### src/hdl/mmp_pkg.sv
// Package for the memory map page register bank: offsets, fields, resets, carriers.
// Assumes a 32-bit AXI4-Lite register bus; byte address is four times the register index.
package mmp_pkg;

    // Register indices; byte address is index times four.
    localparam logic [7:0] MMP_IDX_MODE = 8'h0B;
    localparam logic [7:0] MMP_IDX_GLOBAL = 8'h10;
    localparam logic [7:0] MMP_IDX_DIRECT = 8'h11;
    localparam logic [7:0] MMP_IDX_VIS = 8'h13;
    localparam logic [7:0] MMP_IDX_PROG = 8'h15;
    // Status register of our own: secured, mode lock, direct written flags.
    localparam logic [7:0] MMP_IDX_STATUS = 8'h20;
    localparam int MMP_ADDR_W = 12;

    // Field positions.
    localparam int MMP_MODE_BIT = 7;
    localparam int MMP_SCRATCH_BIT = 7;
    localparam int MMP_DFIFR_BIT = 5;
    localparam int MMP_PFIFR_BIT = 4;
    localparam int MMP_GLOBAL_PAGE_INDEX_W = 7;

    // Mode encoding: 1 normal single-chip, 0 special single-chip.
    localparam logic MMP_MODE_NORMAL = 1'b1;
    localparam logic MMP_MODE_SPECIAL = 1'b0;

    // Reset values.
    localparam logic [7:0] MMP_PROG_RESET = 8'hFE;
    localparam logic [7:0] MMP_PROG_FIXED = 8'hFF;
    localparam logic [7:0] MMP_DIRECT_RESET = 8'h00;
    localparam logic [6:0] MMP_GLOBAL_PAGE_INDEX_RESET = 7'h00;
    localparam logic [7:0] MMP_VIS_RESET = 8'h00;

    // Local map window bounds and program info row base in the global map.
    localparam logic [1:0] MMP_WIN_PAGED = 2'b10;
    localparam logic [1:0] MMP_WIN_FIXED = 2'b11;
    localparam logic [1:0] MMP_WIN_LOW = 2'b01;
    localparam logic [22:0] MMP_PFIFR_BASE = 23'h40_0000;
    localparam logic [22:0] MMP_PFIFR_LAST = 23'h40_3FFF;

    // AXI response codes.
    localparam logic [1:0] MMP_RESP_OKAY = 2'b00;
    localparam logic [1:0] MMP_RESP_SLVERR = 2'b10;

    // Access request from a bus master for translation.
    typedef struct packed {
        logic [15:0] local_addr;
        logic global_instr;
        logic direct_mode;
    } mmp_access_t;

    // Special page access from far call and return instructions.
    typedef struct packed {
        logic wr;
        logic [7:0] page;
    } mmp_far_t;

    // Register write strobe carried to the register core.
    typedef struct packed {
        logic en;
        logic [7:0] idx;
        logic [7:0] data;
    } mmp_wr_t;

endpackage

### src/hdl/mmp_sync.sv
// Two-flop synchroniser for a level from outside the clock domain.
// Assumes the input is a slow level such as a strap pin.
`timescale 1ns/10ps
module mmp_sync (
    input wire logic clock_in,
    input wire logic rst_in,
    input wire logic ce_in,
    input wire logic async_in,
    output logic sync_out
);
    logic meta_q;
    logic sync_q;

    // The first stage feeds only the second stage.
    always_ff @(posedge clock_in)
    begin
        if (rst_in)
        begin
            meta_q <= 1'b0;
            sync_q <= 1'b0;
        end
        else if (ce_in)
        begin
            meta_q <= async_in;
            sync_q <= meta_q;
        end
    end

    assign sync_out = sync_q;
endmodule // mmp_sync

### src/hdl/mmp_axil.sv
// AXI4-Lite slave front end producing a one-cycle write strobe and a read index.
// Assumes one outstanding write and one outstanding read; takes AW and W in either order.
`timescale 1ns/10ps
module mmp_axil #(
    parameter int ADDR_W = mmp_pkg::MMP_ADDR_W
) (
    input wire logic clock_in,
    input wire logic rst_in,
    input wire logic ce_in,
    input wire logic [ADDR_W-1:0] awaddr_in,
    input wire logic awvalid_in,
    output logic awready_out,
    input wire logic [31:0] wdata_in,
    input wire logic [3:0] wstrb_in,
    input wire logic wvalid_in,
    output logic wready_out,
    output logic [1:0] bresp_out,
    output logic bvalid_out,
    input wire logic bready_in,
    input wire logic [ADDR_W-1:0] araddr_in,
    input wire logic arvalid_in,
    output logic arready_out,
    output logic [31:0] rdata_out,
    output logic [1:0] rresp_out,
    output logic rvalid_out,
    input wire logic rready_in,
    output mmp_pkg::mmp_wr_t wr_out,
    input wire logic wr_ok_in,
    output logic [7:0] rd_idx_out,
    output logic rd_en_out,
    input wire logic [7:0] rd_data_in,
    input wire logic rd_ok_in
);
    logic aw_have_q;
    logic w_have_q;
    logic [ADDR_W-1:0] awaddr_q;
    logic [7:0] wdata_q;
    logic wlane_q;
    logic bvalid_q;
    logic [1:0] bresp_q;
    logic rvalid_q;
    logic [31:0] rdata_q;
    logic [1:0] rresp_q;
    logic do_write;

    // Index is the word address; bits above the map are ignored.
    function automatic logic [7:0] word_idx(input logic [ADDR_W-1:0] a);
        return a[9:2];
    endfunction

    assign awready_out = !aw_have_q && !bvalid_q;
    assign wready_out = !w_have_q && !bvalid_q;
    assign arready_out = !rvalid_q;
    assign do_write = aw_have_q && w_have_q && !bvalid_q && ce_in;

    // Capture address and data independently.
    always_ff @(posedge clock_in)
    begin
        if (rst_in)
        begin
            aw_have_q <= 1'b0;
            w_have_q <= 1'b0;
            awaddr_q <= '0;
            wdata_q <= 8'h00;
            wlane_q <= 1'b0;
        end
        else if (ce_in)
        begin
            if (awvalid_in && awready_out)
            begin
                aw_have_q <= 1'b1;
                awaddr_q <= awaddr_in;
            end
            else if (do_write)
                aw_have_q <= 1'b0;
            if (wvalid_in && wready_out)
            begin
                w_have_q <= 1'b1;
                wdata_q <= wdata_in[7:0];
                wlane_q <= wstrb_in[0];
            end
            else if (do_write)
                w_have_q <= 1'b0;
        end
    end

    // Write strobe only when the low byte lane is enabled.
    assign wr_out.en = do_write && wlane_q;
    assign wr_out.idx = word_idx(awaddr_q);
    assign wr_out.data = wdata_q;

    // Write response, SLVERR for unmapped indices.
    always_ff @(posedge clock_in)
    begin
        if (rst_in)
        begin
            bvalid_q <= 1'b0;
            bresp_q <= mmp_pkg::MMP_RESP_OKAY;
        end
        else if (ce_in)
        begin
            if (do_write)
            begin
                bvalid_q <= 1'b1;
                bresp_q <= wr_ok_in ? mmp_pkg::MMP_RESP_OKAY : mmp_pkg::MMP_RESP_SLVERR;
            end
            else if (bready_in)
                bvalid_q <= 1'b0;
        end
    end

    assign rd_idx_out = word_idx(araddr_in);
    assign rd_en_out = arvalid_in && arready_out && ce_in;

    // Read data registered one cycle after the address is taken.
    always_ff @(posedge clock_in)
    begin
        if (rst_in)
        begin
            rvalid_q <= 1'b0;
            rdata_q <= 32'h0000_0000;
            rresp_q <= mmp_pkg::MMP_RESP_OKAY;
        end
        else if (ce_in)
        begin
            if (rd_en_out)
            begin
                rvalid_q <= 1'b1;
                rdata_q <= {24'h00_0000, rd_data_in};
                rresp_q <= rd_ok_in ? mmp_pkg::MMP_RESP_OKAY : mmp_pkg::MMP_RESP_SLVERR;
            end
            else if (rready_in)
                rvalid_q <= 1'b0;
        end
    end

    assign bvalid_out = bvalid_q;
    assign bresp_out = bresp_q;
    assign rvalid_out = rvalid_q;
    assign rdata_out = rdata_q;
    assign rresp_out = rresp_q;
endmodule // mmp_axil

### src/hdl/mmp_page_regs.sv
// Memory map page register bank with local to global address expansion.
// Assumes a synchronous reset, one clock, AXI4-Lite software access and a mode strap pin.
//
// Implementation choice: register access over AXI4-Lite.
`timescale 1ns/10ps

// Overview of operation
// Mode pin latched into mode bit at reset release.
// Illegal mode write ignored, then locks in normal.
// Secured device ignores all mode register writes.
// Global instruction: global page above local address.
// Global page field is seven bits wide.
// Direct page: writes anytime special, once normal; a write made in special mode also uses up the one normal-mode write.
// Direct access takes page as address bits 15:8.
// Direct global access uses global page bits.
// Scratch RAM visible bit, writable anytime.
// Data flash info row visible bit, writable anytime.
// Program info row maps up to 0x40_3FFF.
// Program page selects 16KB block at 0x8000.
// Program page resets to 0xFE.
// Local 0xC000 to 0xFFFF fixed at page 0xFF.
// Far call page writes complete within instruction.
// Mode: normal is 1, only special to normal.
module mmp_page_regs #(
    parameter int ADDR_W = mmp_pkg::MMP_ADDR_W
) (
    input wire logic clock_in,
    input wire logic rst_in,
    input wire logic ce_in,
    input wire logic [ADDR_W-1:0] awaddr_in,
    input wire logic awvalid_in,
    output logic awready_out,
    input wire logic [31:0] wdata_in,
    input wire logic [3:0] wstrb_in,
    input wire logic wvalid_in,
    output logic wready_out,
    output logic [1:0] bresp_out,
    output logic bvalid_out,
    input wire logic bready_in,
    input wire logic [ADDR_W-1:0] araddr_in,
    input wire logic arvalid_in,
    output logic arready_out,
    output logic [31:0] rdata_out,
    output logic [1:0] rresp_out,
    output logic rvalid_out,
    input wire logic rready_in,
    input wire logic mode_pin_in,
    input wire logic secured_in,
    input wire mmp_pkg::mmp_far_t far_in,
    input wire mmp_pkg::mmp_access_t access_in,
    output logic [22:0] global_addr_out,
    output logic pfifr_hit_out,
    output logic mode_select_bit_out,
    output logic scratch_ram_visible_out,
    output logic data_flash_info_row_visible_out,
    output logic program_flash_info_row_visible_out,
    output logic [7:0] program_window_page_out
);
    mmp_pkg::mmp_wr_t wr;
    logic [7:0] rd_idx;
    logic rd_en;
    logic [7:0] rd_data;
    logic rd_ok;
    logic wr_ok;
    logic mode_pin_sync;
    logic secured_sync;

    logic mode_q;
    logic mode_lock_q;
    logic strap_pending_q;
    logic [6:0] global_page_bits_q;
    logic [7:0] direct_page_bits_q;
    logic direct_written_q;
    logic scratch_q;
    logic dfifr_q;
    logic pfifr_q;
    logic [7:0] prog_q;
    logic [22:0] gaddr_q;
    logic pfifr_hit_q;

    // Whether an index names a register of this bank.
    function automatic logic idx_mapped(input logic [7:0] i);
        return (i == mmp_pkg::MMP_IDX_MODE) || (i == mmp_pkg::MMP_IDX_GLOBAL)
            || (i == mmp_pkg::MMP_IDX_DIRECT) || (i == mmp_pkg::MMP_IDX_VIS)
            || (i == mmp_pkg::MMP_IDX_PROG) || (i == mmp_pkg::MMP_IDX_STATUS);
    endfunction

    // Bus front end.
    mmp_axil #(
        .ADDR_W(ADDR_W)
    ) u_axil (
        .clock_in(clock_in),
        .rst_in(rst_in),
        .ce_in(ce_in),
        .awaddr_in(awaddr_in),
        .awvalid_in(awvalid_in),
        .awready_out(awready_out),
        .wdata_in(wdata_in),
        .wstrb_in(wstrb_in),
        .wvalid_in(wvalid_in),
        .wready_out(wready_out),
        .bresp_out(bresp_out),
        .bvalid_out(bvalid_out),
        .bready_in(bready_in),
        .araddr_in(araddr_in),
        .arvalid_in(arvalid_in),
        .arready_out(arready_out),
        .rdata_out(rdata_out),
        .rresp_out(rresp_out),
        .rvalid_out(rvalid_out),
        .rready_in(rready_in),
        .wr_out(wr),
        .wr_ok_in(wr_ok),
        .rd_idx_out(rd_idx),
        .rd_en_out(rd_en),
        .rd_data_in(rd_data),
        .rd_ok_in(rd_ok)
    );

    // Pins from outside the domain pass two flops first.
    mmp_sync u_sync_mode (
        .clock_in(clock_in),
        .rst_in(1'b0),
        .ce_in(ce_in),
        .async_in(mode_pin_in),
        .sync_out(mode_pin_sync)
    );

    mmp_sync u_sync_sec (
        .clock_in(clock_in),
        .rst_in(rst_in),
        .ce_in(ce_in),
        .async_in(secured_in),
        .sync_out(secured_sync)
    );

    assign wr_ok = idx_mapped(wr.idx);
    assign rd_ok = idx_mapped(rd_idx);

    // Mode bit: the strap is sampled on the first enabled edge after reset release,
    // so the reset itself only loads constants. The strap synchroniser has its reset
    // tied low, so it keeps tracking the pin during reset.
    always_ff @(posedge clock_in)
    begin
        if (rst_in)
        begin
            mode_q <= mmp_pkg::MMP_MODE_SPECIAL;
            mode_lock_q <= 1'b0;
            strap_pending_q <= 1'b1;
        end
        else if (ce_in)
        begin
            if (strap_pending_q)
            begin
                mode_q <= mode_pin_sync;
                strap_pending_q <= 1'b0;
            end
            else if (wr.en && wr.idx == mmp_pkg::MMP_IDX_MODE && !secured_sync
                     && !mode_lock_q)
            begin
                // Only special to normal is allowed; staying put is harmless.
                if (wr.data[mmp_pkg::MMP_MODE_BIT] == mode_q
                    || (mode_q == mmp_pkg::MMP_MODE_SPECIAL
                        && wr.data[mmp_pkg::MMP_MODE_BIT] == mmp_pkg::MMP_MODE_NORMAL))
                    mode_q <= wr.data[mmp_pkg::MMP_MODE_BIT];
                else if (mode_q == mmp_pkg::MMP_MODE_NORMAL)
                    mode_lock_q <= 1'b1;
            end
        end
    end

    // Global page register, seven bits, writable anytime.
    always_ff @(posedge clock_in)
    begin
        if (rst_in)
            global_page_bits_q <= mmp_pkg::MMP_GLOBAL_PAGE_INDEX_RESET;
        else if (ce_in && wr.en && wr.idx == mmp_pkg::MMP_IDX_GLOBAL)
            global_page_bits_q <= wr.data[mmp_pkg::MMP_GLOBAL_PAGE_INDEX_W-1:0];
    end

    // Direct page register: outside special mode, written only if not yet written since reset in either mode.
    always_ff @(posedge clock_in)
    begin
        if (rst_in)
        begin
            direct_page_bits_q <= mmp_pkg::MMP_DIRECT_RESET;
            direct_written_q <= 1'b0;
        end
        else if (ce_in && wr.en && wr.idx == mmp_pkg::MMP_IDX_DIRECT)
        begin
            if (mode_q == mmp_pkg::MMP_MODE_SPECIAL || !direct_written_q)
                direct_page_bits_q <= wr.data;
            direct_written_q <= 1'b1;
        end
    end

    // Visibility bits, writable anytime.
    always_ff @(posedge clock_in)
    begin
        if (rst_in)
        begin
            scratch_q <= mmp_pkg::MMP_VIS_RESET[mmp_pkg::MMP_SCRATCH_BIT];
            dfifr_q <= mmp_pkg::MMP_VIS_RESET[mmp_pkg::MMP_DFIFR_BIT];
            pfifr_q <= mmp_pkg::MMP_VIS_RESET[mmp_pkg::MMP_PFIFR_BIT];
        end
        else if (ce_in && wr.en && wr.idx == mmp_pkg::MMP_IDX_VIS)
        begin
            scratch_q <= wr.data[mmp_pkg::MMP_SCRATCH_BIT];
            dfifr_q <= wr.data[mmp_pkg::MMP_DFIFR_BIT];
            pfifr_q <= wr.data[mmp_pkg::MMP_PFIFR_BIT];
        end
    end

    // Program page: the far-call path wins over a bus write in the same cycle
    // because the instruction is waiting on it; the update lands at the next edge.
    always_ff @(posedge clock_in)
    begin
        if (rst_in)
            prog_q <= mmp_pkg::MMP_PROG_RESET;
        else if (ce_in)
        begin
            if (far_in.wr)
                prog_q <= far_in.page;
            else if (wr.en && wr.idx == mmp_pkg::MMP_IDX_PROG)
                prog_q <= wr.data;
        end
    end

    // Register read mux.
    always_comb
    begin
        rd_data = 8'h00;
        unique case (rd_idx)
            mmp_pkg::MMP_IDX_MODE: rd_data = {mode_q, 7'h00};
            mmp_pkg::MMP_IDX_GLOBAL: rd_data = {1'b0, global_page_bits_q};
            mmp_pkg::MMP_IDX_DIRECT: rd_data = direct_page_bits_q;
            mmp_pkg::MMP_IDX_VIS: rd_data = {scratch_q, 1'b0, dfifr_q, pfifr_q, 4'h0};
            mmp_pkg::MMP_IDX_PROG: rd_data = prog_q;
            mmp_pkg::MMP_IDX_STATUS: rd_data = {5'h00, direct_written_q, mode_lock_q,
                                                secured_sync};
            default: rd_data = 8'h00;
        endcase
    end

    // Address expansion, registered: one cycle from request to global address.
    always_ff @(posedge clock_in)
    begin
        if (rst_in)
        begin
            gaddr_q <= 23'h00_0000;
            pfifr_hit_q <= 1'b0;
        end
        else if (ce_in)
        begin
            logic [15:0] la;
            la = access_in.local_addr;
            if (access_in.direct_mode)
                la = {direct_page_bits_q, access_in.local_addr[7:0]};
            if (access_in.global_instr)
                gaddr_q <= {global_page_bits_q, la};
            else if (la[15:14] == mmp_pkg::MMP_WIN_FIXED)
                gaddr_q <= {1'b1, mmp_pkg::MMP_PROG_FIXED, la[13:0]};
            else if (la[15:14] == mmp_pkg::MMP_WIN_PAGED)
                gaddr_q <= {1'b1, prog_q, la[13:0]};
            else if (la[15:14] == mmp_pkg::MMP_WIN_LOW)
                gaddr_q <= {1'b1, mmp_pkg::MMP_PROG_RESET - 8'h01, la[13:0]};
            else
                gaddr_q <= {7'h00, la};
            pfifr_hit_q <= pfifr_q && access_in.global_instr
                && {global_page_bits_q, la} >= mmp_pkg::MMP_PFIFR_BASE
                && {global_page_bits_q, la} <= mmp_pkg::MMP_PFIFR_LAST;
        end
    end

    assign global_addr_out = gaddr_q;
    assign pfifr_hit_out = pfifr_hit_q;
    assign mode_select_bit_out = mode_q;
    assign scratch_ram_visible_out = scratch_q;
    assign data_flash_info_row_visible_out = dfifr_q;
    assign program_flash_info_row_visible_out = pfifr_q;
    assign program_window_page_out = prog_q;
endmodule // mmp_page_regs

### config.mk
export PLATFORM = sky130hd
export DESIGN_NAME = mmp_page_regs
export DESIGN_NICKNAME = d
export VERILOG_FILES = /design/src/hdl/mmp_pkg.sv /design/src/hdl/mmp_sync.sv /design/src/hdl/mmp_axil.sv /design/src/hdl/mmp_page_regs.sv
export SDC_FILE = /design/constraint.sdc
export NUM_CORES = 1
export LEC_CHECK = 0
export ABC_AREA = 1
export BUFFER_PORTS_ARGS = -buffer_cell sky130_fd_sc_hd__buf_2
export CORE_UTILIZATION = 50
export CTS_CLUSTER_SIZE = 20
export DETAILED_ROUTE_END_ITERATION = 8
export GPL_TIMING_DRIVEN = 0
export MAX_ROUTING_LAYER = met4
export PLACE_DENSITY = 0.81
export SLEW_MARGIN = 20
export SYNTH_ARGS = -nofsm -noshare
export SYNTH_HDL_FRONTEND = slang
export SYNTH_SLANG_ARGS = --single-unit
### constraint.sdc
create_clock -name clock_in -period 3.3 [get_ports clock_in]
set_input_delay 0.33 -clock clock_in [delete_from_list [all_inputs] [get_ports clock_in]]
set_output_delay 0.33 -clock clock_in [all_outputs]
set_load 0.01 [all_outputs]
==> impl_metrics.json, run 1 <==
{
  "grt.total_usage_pct": 28.5,
  "die_h_um": 93.9,
  "ff_latch_area_mm2": 0.00180,
  "clkLatencyLatePin_ps": 350,
  "cp_slowest_cell": "o21ai_0",
  "die_w_um": 93.9,
  "failed_checks": "design-rule violations",
  "h-tree-depth": 3,
  "ir_drop_mv": 0.232,
  "die-area_mm2": 0.00881,
  "clock.fmax_ghz": 0.646,
  "cts_resized": 0,
  "hold_path_class": "in -> reg",
  "crit_arrival_ps": 1830,
  "hold_path_startpoint": "mode_pin_in",
  "pwr_density_cell_mw_per_mm2": 431,
  "cts_inserted_buffers": 9,
  "fin_tns_setup_ps": 0,
  "hold_violations": 0,
  "port_buffers": 110,
  "crit_fanout": 7,
  "start_util_pct": 51.6,
  "rsz0062_at_grt": "false",
  "final_common_cell": "buf_2",
  "period_minus_slack_ps": 1550,
  "cts_setup_buffers": 0,
  "design.core.area_mm2": 0.00818,
  "hold_end": "u_sync_mode.meta_q",
  "postRouteWirelength_um": 11900,
  "cpLargestDelayFamily": "compound AO/OA/AOI/OAI gates",
  "vias": 4183,
  "final_cell_mix": "115 x buf_2, 87 x dfxtp_1, 80 x nand2_1, 73 x o21ai_0, 69 x nor2_1",
  "area_growth_pct": 23.1,
  "r2r_setup_slack_ps": 1750,
  "worst_path_most_repeated_cell": "o21ai_0",
  "firstDrtPassIters": 7,
  "cap_violations": 0,
  "diodes": 0,
  "clock_path_buffers": 2,
  "drt_iter0_markers": 246,
  "synth_warnings": 0,
  "ys_ff_latch": 89,
  "slowest_delay_ps": 440,
  "dp_hpwl_um": 9260,
  "multiInputGateArea_mm2": 0.00198,
  "drc_errors": 2,
  "grt_pass1_wl_um": 18500,
  "syn_area_mm2": 0.00422,
  "wl_per_cell_um": 14.5,
  "antenna_found_initial": 0,
  "via_per_inst": 5.07,
  "ios": 174,
  "whs_ps": 151,
  "cp-end-kind": "register",
  "synth_cell_type_count": 37,
  "root_buffer": "clkbuf_8",
  "clock_sinks": 89,
  "grt_pass1_vias": 3784,
  "p_leak_nw": 2.41,
  "worstHoldPathCells": 1,
  "fillers": 767,
  "synth-seq-area-share_pct": 42.7,
  "drv_slew": 0,
  "path_buf_inv": 1,
  "antenna_left": 0,
  "nets": 812,
  "num_rows": 33,
  "min_period_over_period_pct": 46.9,
  "worst_pin_slew_ps": 635,
  "cts.clk_slew.worst_paths_ps": 90,
  "worstReg2RegStart": "direct_page_bits_q[7]",
  "crit_chain": "inv_1 > o21ai_0 > nor2_1 > nor2_2 > o21ai_0 > a21oi_1",
  "crit_type": "reg -> reg",
  "layout-drive-gt1-share_pct": 27.4,
  "fin_worst_skew_ps": 6.41,
  "setup_violations": 0,
  "gp_congestion": 0.886,
  "startpoint_type": "register",
  "syn_avg_cell_area_um2": 7.41,
  "grt-ovfl-total": 0,
  "status": "finished with violations",
  "tritoncts": "yes",
  "r2r_end": "global_addr_out[17]",
  "grt_max_degree": 16,
  "worstRegToRegCells": 6,
  "syn_inst": 569,
  "hold_buffers": 0,
  "relSlewSlack_pct": 57.6,
  "critical_path_required_ps": 3590
}
-- through the flow --
step	std cells	power [W]	area (um^2)	worst slack, ps	utilization, %
after detailed placement	809	0.00151	4990	1610	61.1
final	825	0.00224	5190	1750	63.5
after global placement	809	0.00150	4990	1640	61.1
after floorplan	594	0.00139	4310	2060	-
after global routing	825	0.00235	5190	1570	63.5
after CTS	825	0.00225	5190	1770	63.5
-- cell families after synthesis --
logic type             synth area share [%]
and+or+nand+nor                        26.1
AOI/OAI and AO/OA                      18.6
buffers and inverters                  12.5
DFF                                    42.7
other                                0.0889
-- Yosys cell counts --
master	number	share of area (%)
buf_4	29	5.2
o21ai_1	1	0.12
and2b_4	1	0.24
o21ai_0	73	8.7
nor4_1	2	0.30
o21ai_2	3	0.62
clkinv_2	2	0.24
a211oi_1	7	1.2
inv_2	3	0.27
buf_12	1	0.47
clkbuf_1	14	1.2
o22ai_1	1	0.15
inv_1	47	4.2
dfxtp_1	87	41
and2_1	1	0.15
nor2_4	4	1.1
buf_6	1	0.27
a211oi_2	3	0.89
nand2_1	80	7.1
nand3_2	3	0.71
o21a_1	1	0.18
buf_2	5	0.59
nand4_1	12	1.8
nor3_1	2	0.24
o31ai_1	1	0.18
buf_1	1	0.089
a21oi_2	2	0.42
nand3_1	42	5.0
nand2_4	1	0.27
conb_1	1	0.089
nor2_2	9	1.3
nand3_4	3	1.2
edfxtp_1	2	1.4
nor2_1	69	6.1
a21oi_1	52	6.2
nand3b_1	2	0.36
nand2_2	1	0.15
-- power breakdown --
| group | internal, W | switching [W] | leakage (nW) |
|---|---|---|---|
| clock network | 0.000343 | 0.000400 | 0.105 |
| registers | 0.00113 | 0.0000380 | 0.733 |
| logic | 0.000126 | 0.000203 | 1.57 |
| total | 0.00160 | 0.000641 | 2.41 |
-- registers in the layout, summed over array words and instances, names as in the netlist, 7 cells and up --
name / cells
global_page_bits_q: 7
u_axil.wdata_q: 8
u_axil.rdata_out: 8
u_axil.awaddr_q: 8
program_window_page_out: 8
direct_page_bits_q: 8
global_addr_out: 23
-- area by class of cell --
cell class / count / area share (%)
multi-input combinational: 402 / 38.2
buffer: 51 / 6.36
clock inverter: 5 / 0.699
inverter: 52 / 3.81
clock buffer: 11 / 3.13
tap: 105 / 2.53
sequential: 89 / 34.7
timing repair buffer: 110 / 10.6
-- worst max-delay path by stage --
stage                           from                          to  slack, ps  depth (start not counted)
3_3_place_gp                  rst_in           u_axil.wdata_q[7]       1640                          6
6_report       direct_page_bits_q[7]         global_addr_out[17]       1750                          6
5_1_grt        direct_page_bits_q[7]         global_addr_out[16]       1570                          6
3_5_place_dp                  rst_in           u_axil.wdata_q[7]       1610                          6
4_1_cts        direct_page_bits_q[7]         global_addr_out[17]       1770                          6
2_1_floorplan      u_axil.bvalid_out  program_window_page_out[1]       2060                          9
-- metal layers --
| metal | GRT usage, % | vias to the layer above | wire (um) |
|---|---|---|---|
| li1 | - | 2128 | - |
| met1 | 35.0 | 1889 | 5140 |
| met2 | 47.9 | 145 | 5820 |
| met3 | 4.45 | 21 | 764 |
| met4 | 9.10 | 0 | 212 |
| met5 | - | - | 0 |
Note: power is estimated with default switching activity, not from simulation.
==> inputs of run 2 (changes only) <==
--- a/config.mk
+++ b/config.mk
@@ -7,12 +7,12 @@
 export LEC_CHECK = 0
 export ABC_AREA = 1
 export BUFFER_PORTS_ARGS = -buffer_cell sky130_fd_sc_hd__buf_2
-export CORE_UTILIZATION = 50
+export CORE_UTILIZATION = 44
 export CTS_CLUSTER_SIZE = 20
 export DETAILED_ROUTE_END_ITERATION = 8
 export GPL_TIMING_DRIVEN = 0
 export MAX_ROUTING_LAYER = met4
-export PLACE_DENSITY = 0.81
+export PLACE_DENSITY = 0.75
 export SLEW_MARGIN = 20
 export SYNTH_ARGS = -nofsm -noshare
 export SYNTH_HDL_FRONTEND = slang
==> constraint.sdc (replaced) <==
create_clock -name clock_in -period 1.32 [get_ports clock_in]
set_input_delay 0.132 -clock clock_in [delete_from_list [all_inputs] [get_ports clock_in]]
set_output_delay 0.132 -clock clock_in [all_outputs]
set_load 0.01 [all_outputs]
==> run 2 against run 1 <==
Against the previous run: the run ends with negative setup slack left; clock skew down 0.96 ps; sequential share of layout area fell by 2.1 points; die area grew 13%; cell area up 7.1%; critical endpoint is now direct_page_bits_q[6]; critical path type unchanged.
==> impl_metrics.json, run 2 (synthesis gave the netlist of run 1 again) <==
{
  "setup_violations": 7,
  "grt_pass1_vias": 3839,
  "die-area_mm2": 0.00998,
  "status": "finished with violations",
  "start_util_pct": 45.4,
  "crit_fanout": 8,
  "startpoint_type": "register",
  "final_common_cell": "buf_2",
  "largest_reg_flops": 23,
  "vias": 4351,
  "clkLatencyLatePin_ps": 370,
  "whs_ps": 7.01,
  "p_leak_nw": 2.54,
  "diodes": 0,
  "tritoncts": "yes",
  "gp_congestion": 0.927,
  "crit_arrival_ps": 1620,
  "finalNonFillerCells": 871,
  "drc_errors": 0,
  "rsz0062_at_grt": "true",
  "cp_slowest_cell": "dfxtp_2",
  "port_buffers": 110,
  "postRouteWirelength_um": 12500,
  "clock_sinks": 89,
  "antenna_found_initial": 0,
  "crit_chain": "nor2_4 > nand3_4 > nor2_4 > nand3_4 > buf_8 > o21ai_2 > a21oi_2",
  "grt-ovfl-total": 0,
  "period_minus_slack_ps": 1350,
  "dp.cells": 833,
  "dp_hpwl_um": 9120,
  "fillers": 896,
  "clock_path_buffers": 2,
  "area_growth_pct": 31.8,
  "cp-end-kind": "register",
  "failed_checks": "negative setup slack",
  "drt_iter0_markers": 272,
  "antenna_left": 0,
  "h-tree-depth": 3,
  "fin_ws_ps": -27.5,
  "drv_slew": 0,
  "ios": 174,
  "critical_path_required_ps": 1590,
  "design.core.area_mm2": 0.00928,
  "hold_path_class": "in -> reg",
  "relSlewSlack_pct": 57.4,
  "grt.total_usage_pct": 25.7,
  "cap_violations": 0,
  "num_rows": 35,
  "slowest_delay_ps": 340,
  "root_buffer": "clkbuf_8",
  "cts_inserted_buffers": 9,
  "clock.fmax_ghz": 0.742,
  "via_per_inst": 5.00,
  "nets": 834,
  "worst_pin_slew_ps": 639,
  "wl_per_cell_um": 14.4,
  "firstDrtPassIters": 5,
  "ir_drop_mv": 0.564,
  "crit_type": "reg -> reg",
  "pwr_density_cell_mw_per_mm2": 1050,
  "min_period_over_period_pct": 102,
  "final_cell_mix": "114 x buf_2, 79 x nand2_1, 79 x dfxtp_1, 68 x o21ai_0, 64 x nor2_1",
  "fin_worst_skew_ps": 5.45,
  "layout-drive-gt1-share_pct": 31.3,
  "die_w_um": 99.9,
  "cts.clk_slew.worst_paths_ps": 90,
  "grt_pass1_wl_um": 19000,
  "die_h_um": 99.9,
  "grt_max_degree": 16,
  "hold_violations": 0
}
## run 2: report_power, final
part	internal, W	total [W]	switching [W]	leakage (nW)
Sequential	0.00282	0.00292	0.000100	0.736
Clock	0.000990	0.00201	0.00102	0.106
Combinational	0.000360	0.000891	0.000531	1.69
Total	0.00417	0.00583	0.00165	2.54
## run 2: metal layers
metal / up-vias / share of wire (%) / routed length (um) / GRT usage, %
met5: - / 0 / 0 / -
met2: 169 / 48 / 6030 / 42.0
met1: 1992 / 45 / 5580 / 32.6
met4: 0 / 1.4 / 176 / 8.37
met3: 16 / 5.9 / 737 / 3.97
li1: 2174 / - / - / -
## run 2: area by class of cell
cell class                      count  area, um^2  share of cell area, %
Multi-Input combinational cell    403        2060                   37.1
Timing Repair Buffer              131         771                   13.9
Sequential cell                    89        1810                   32.6
Inverter                           52         201                   3.62
Tap cell                          129         161                   2.90
Clock inverter                      5        61.3                   1.10
Clock buffer                       11         151                   2.72
Buffer                             51         337                   6.05
## run 2: timing repair
item	in CTS	in global routing
setup endpoints to repair	30	44
gates cloned	1	2
buffers inserted	6	3
resized for setup	17	22
pin swaps	6	10
hold buffers	10	0
hold endpoints to repair	10	0
## run 2: worst max-delay path, delay by kind of cell, from the launching register on
family	cells	cell delay [ps]
AOI/OAI and AO/OA	2	160
buffers and inverters	1	170
DFF	1	340
and+or+nand+nor	4	580
## run 2: worst paths after layout
check	from	to	slack (ps)	cells after the start
hold reg to reg	u_sync_mode.meta_q	u_sync_mode.sync_out	430	0
hold / removal	awaddr_in[8]	u_axil.awaddr_q[8]	7	3
setup reg to reg	u_axil.awaddr_q[9]	direct_page_bits_q[6]	-30	7
setup / recovery	u_axil.awaddr_q[9]	direct_page_bits_q[6]	-30	7
## run 2: metrics by stage
stage	utilization (%)	setup TNS (ps)	worst slack, ps	total power [W]	cell area (um^2)
after floorplan	-	0	76.1	0.00347	4310
after global placement	54.1	-2740	-194	0.00377	5020
after detailed placement	54.1	-3030	-194	0.00379	5020
after CTS	58.7	-25.8	-20.8	0.00579	5450
after global routing	59.9	-1740	-108	0.00608	5560
final	59.9	-111	-27.5	0.00583	5560
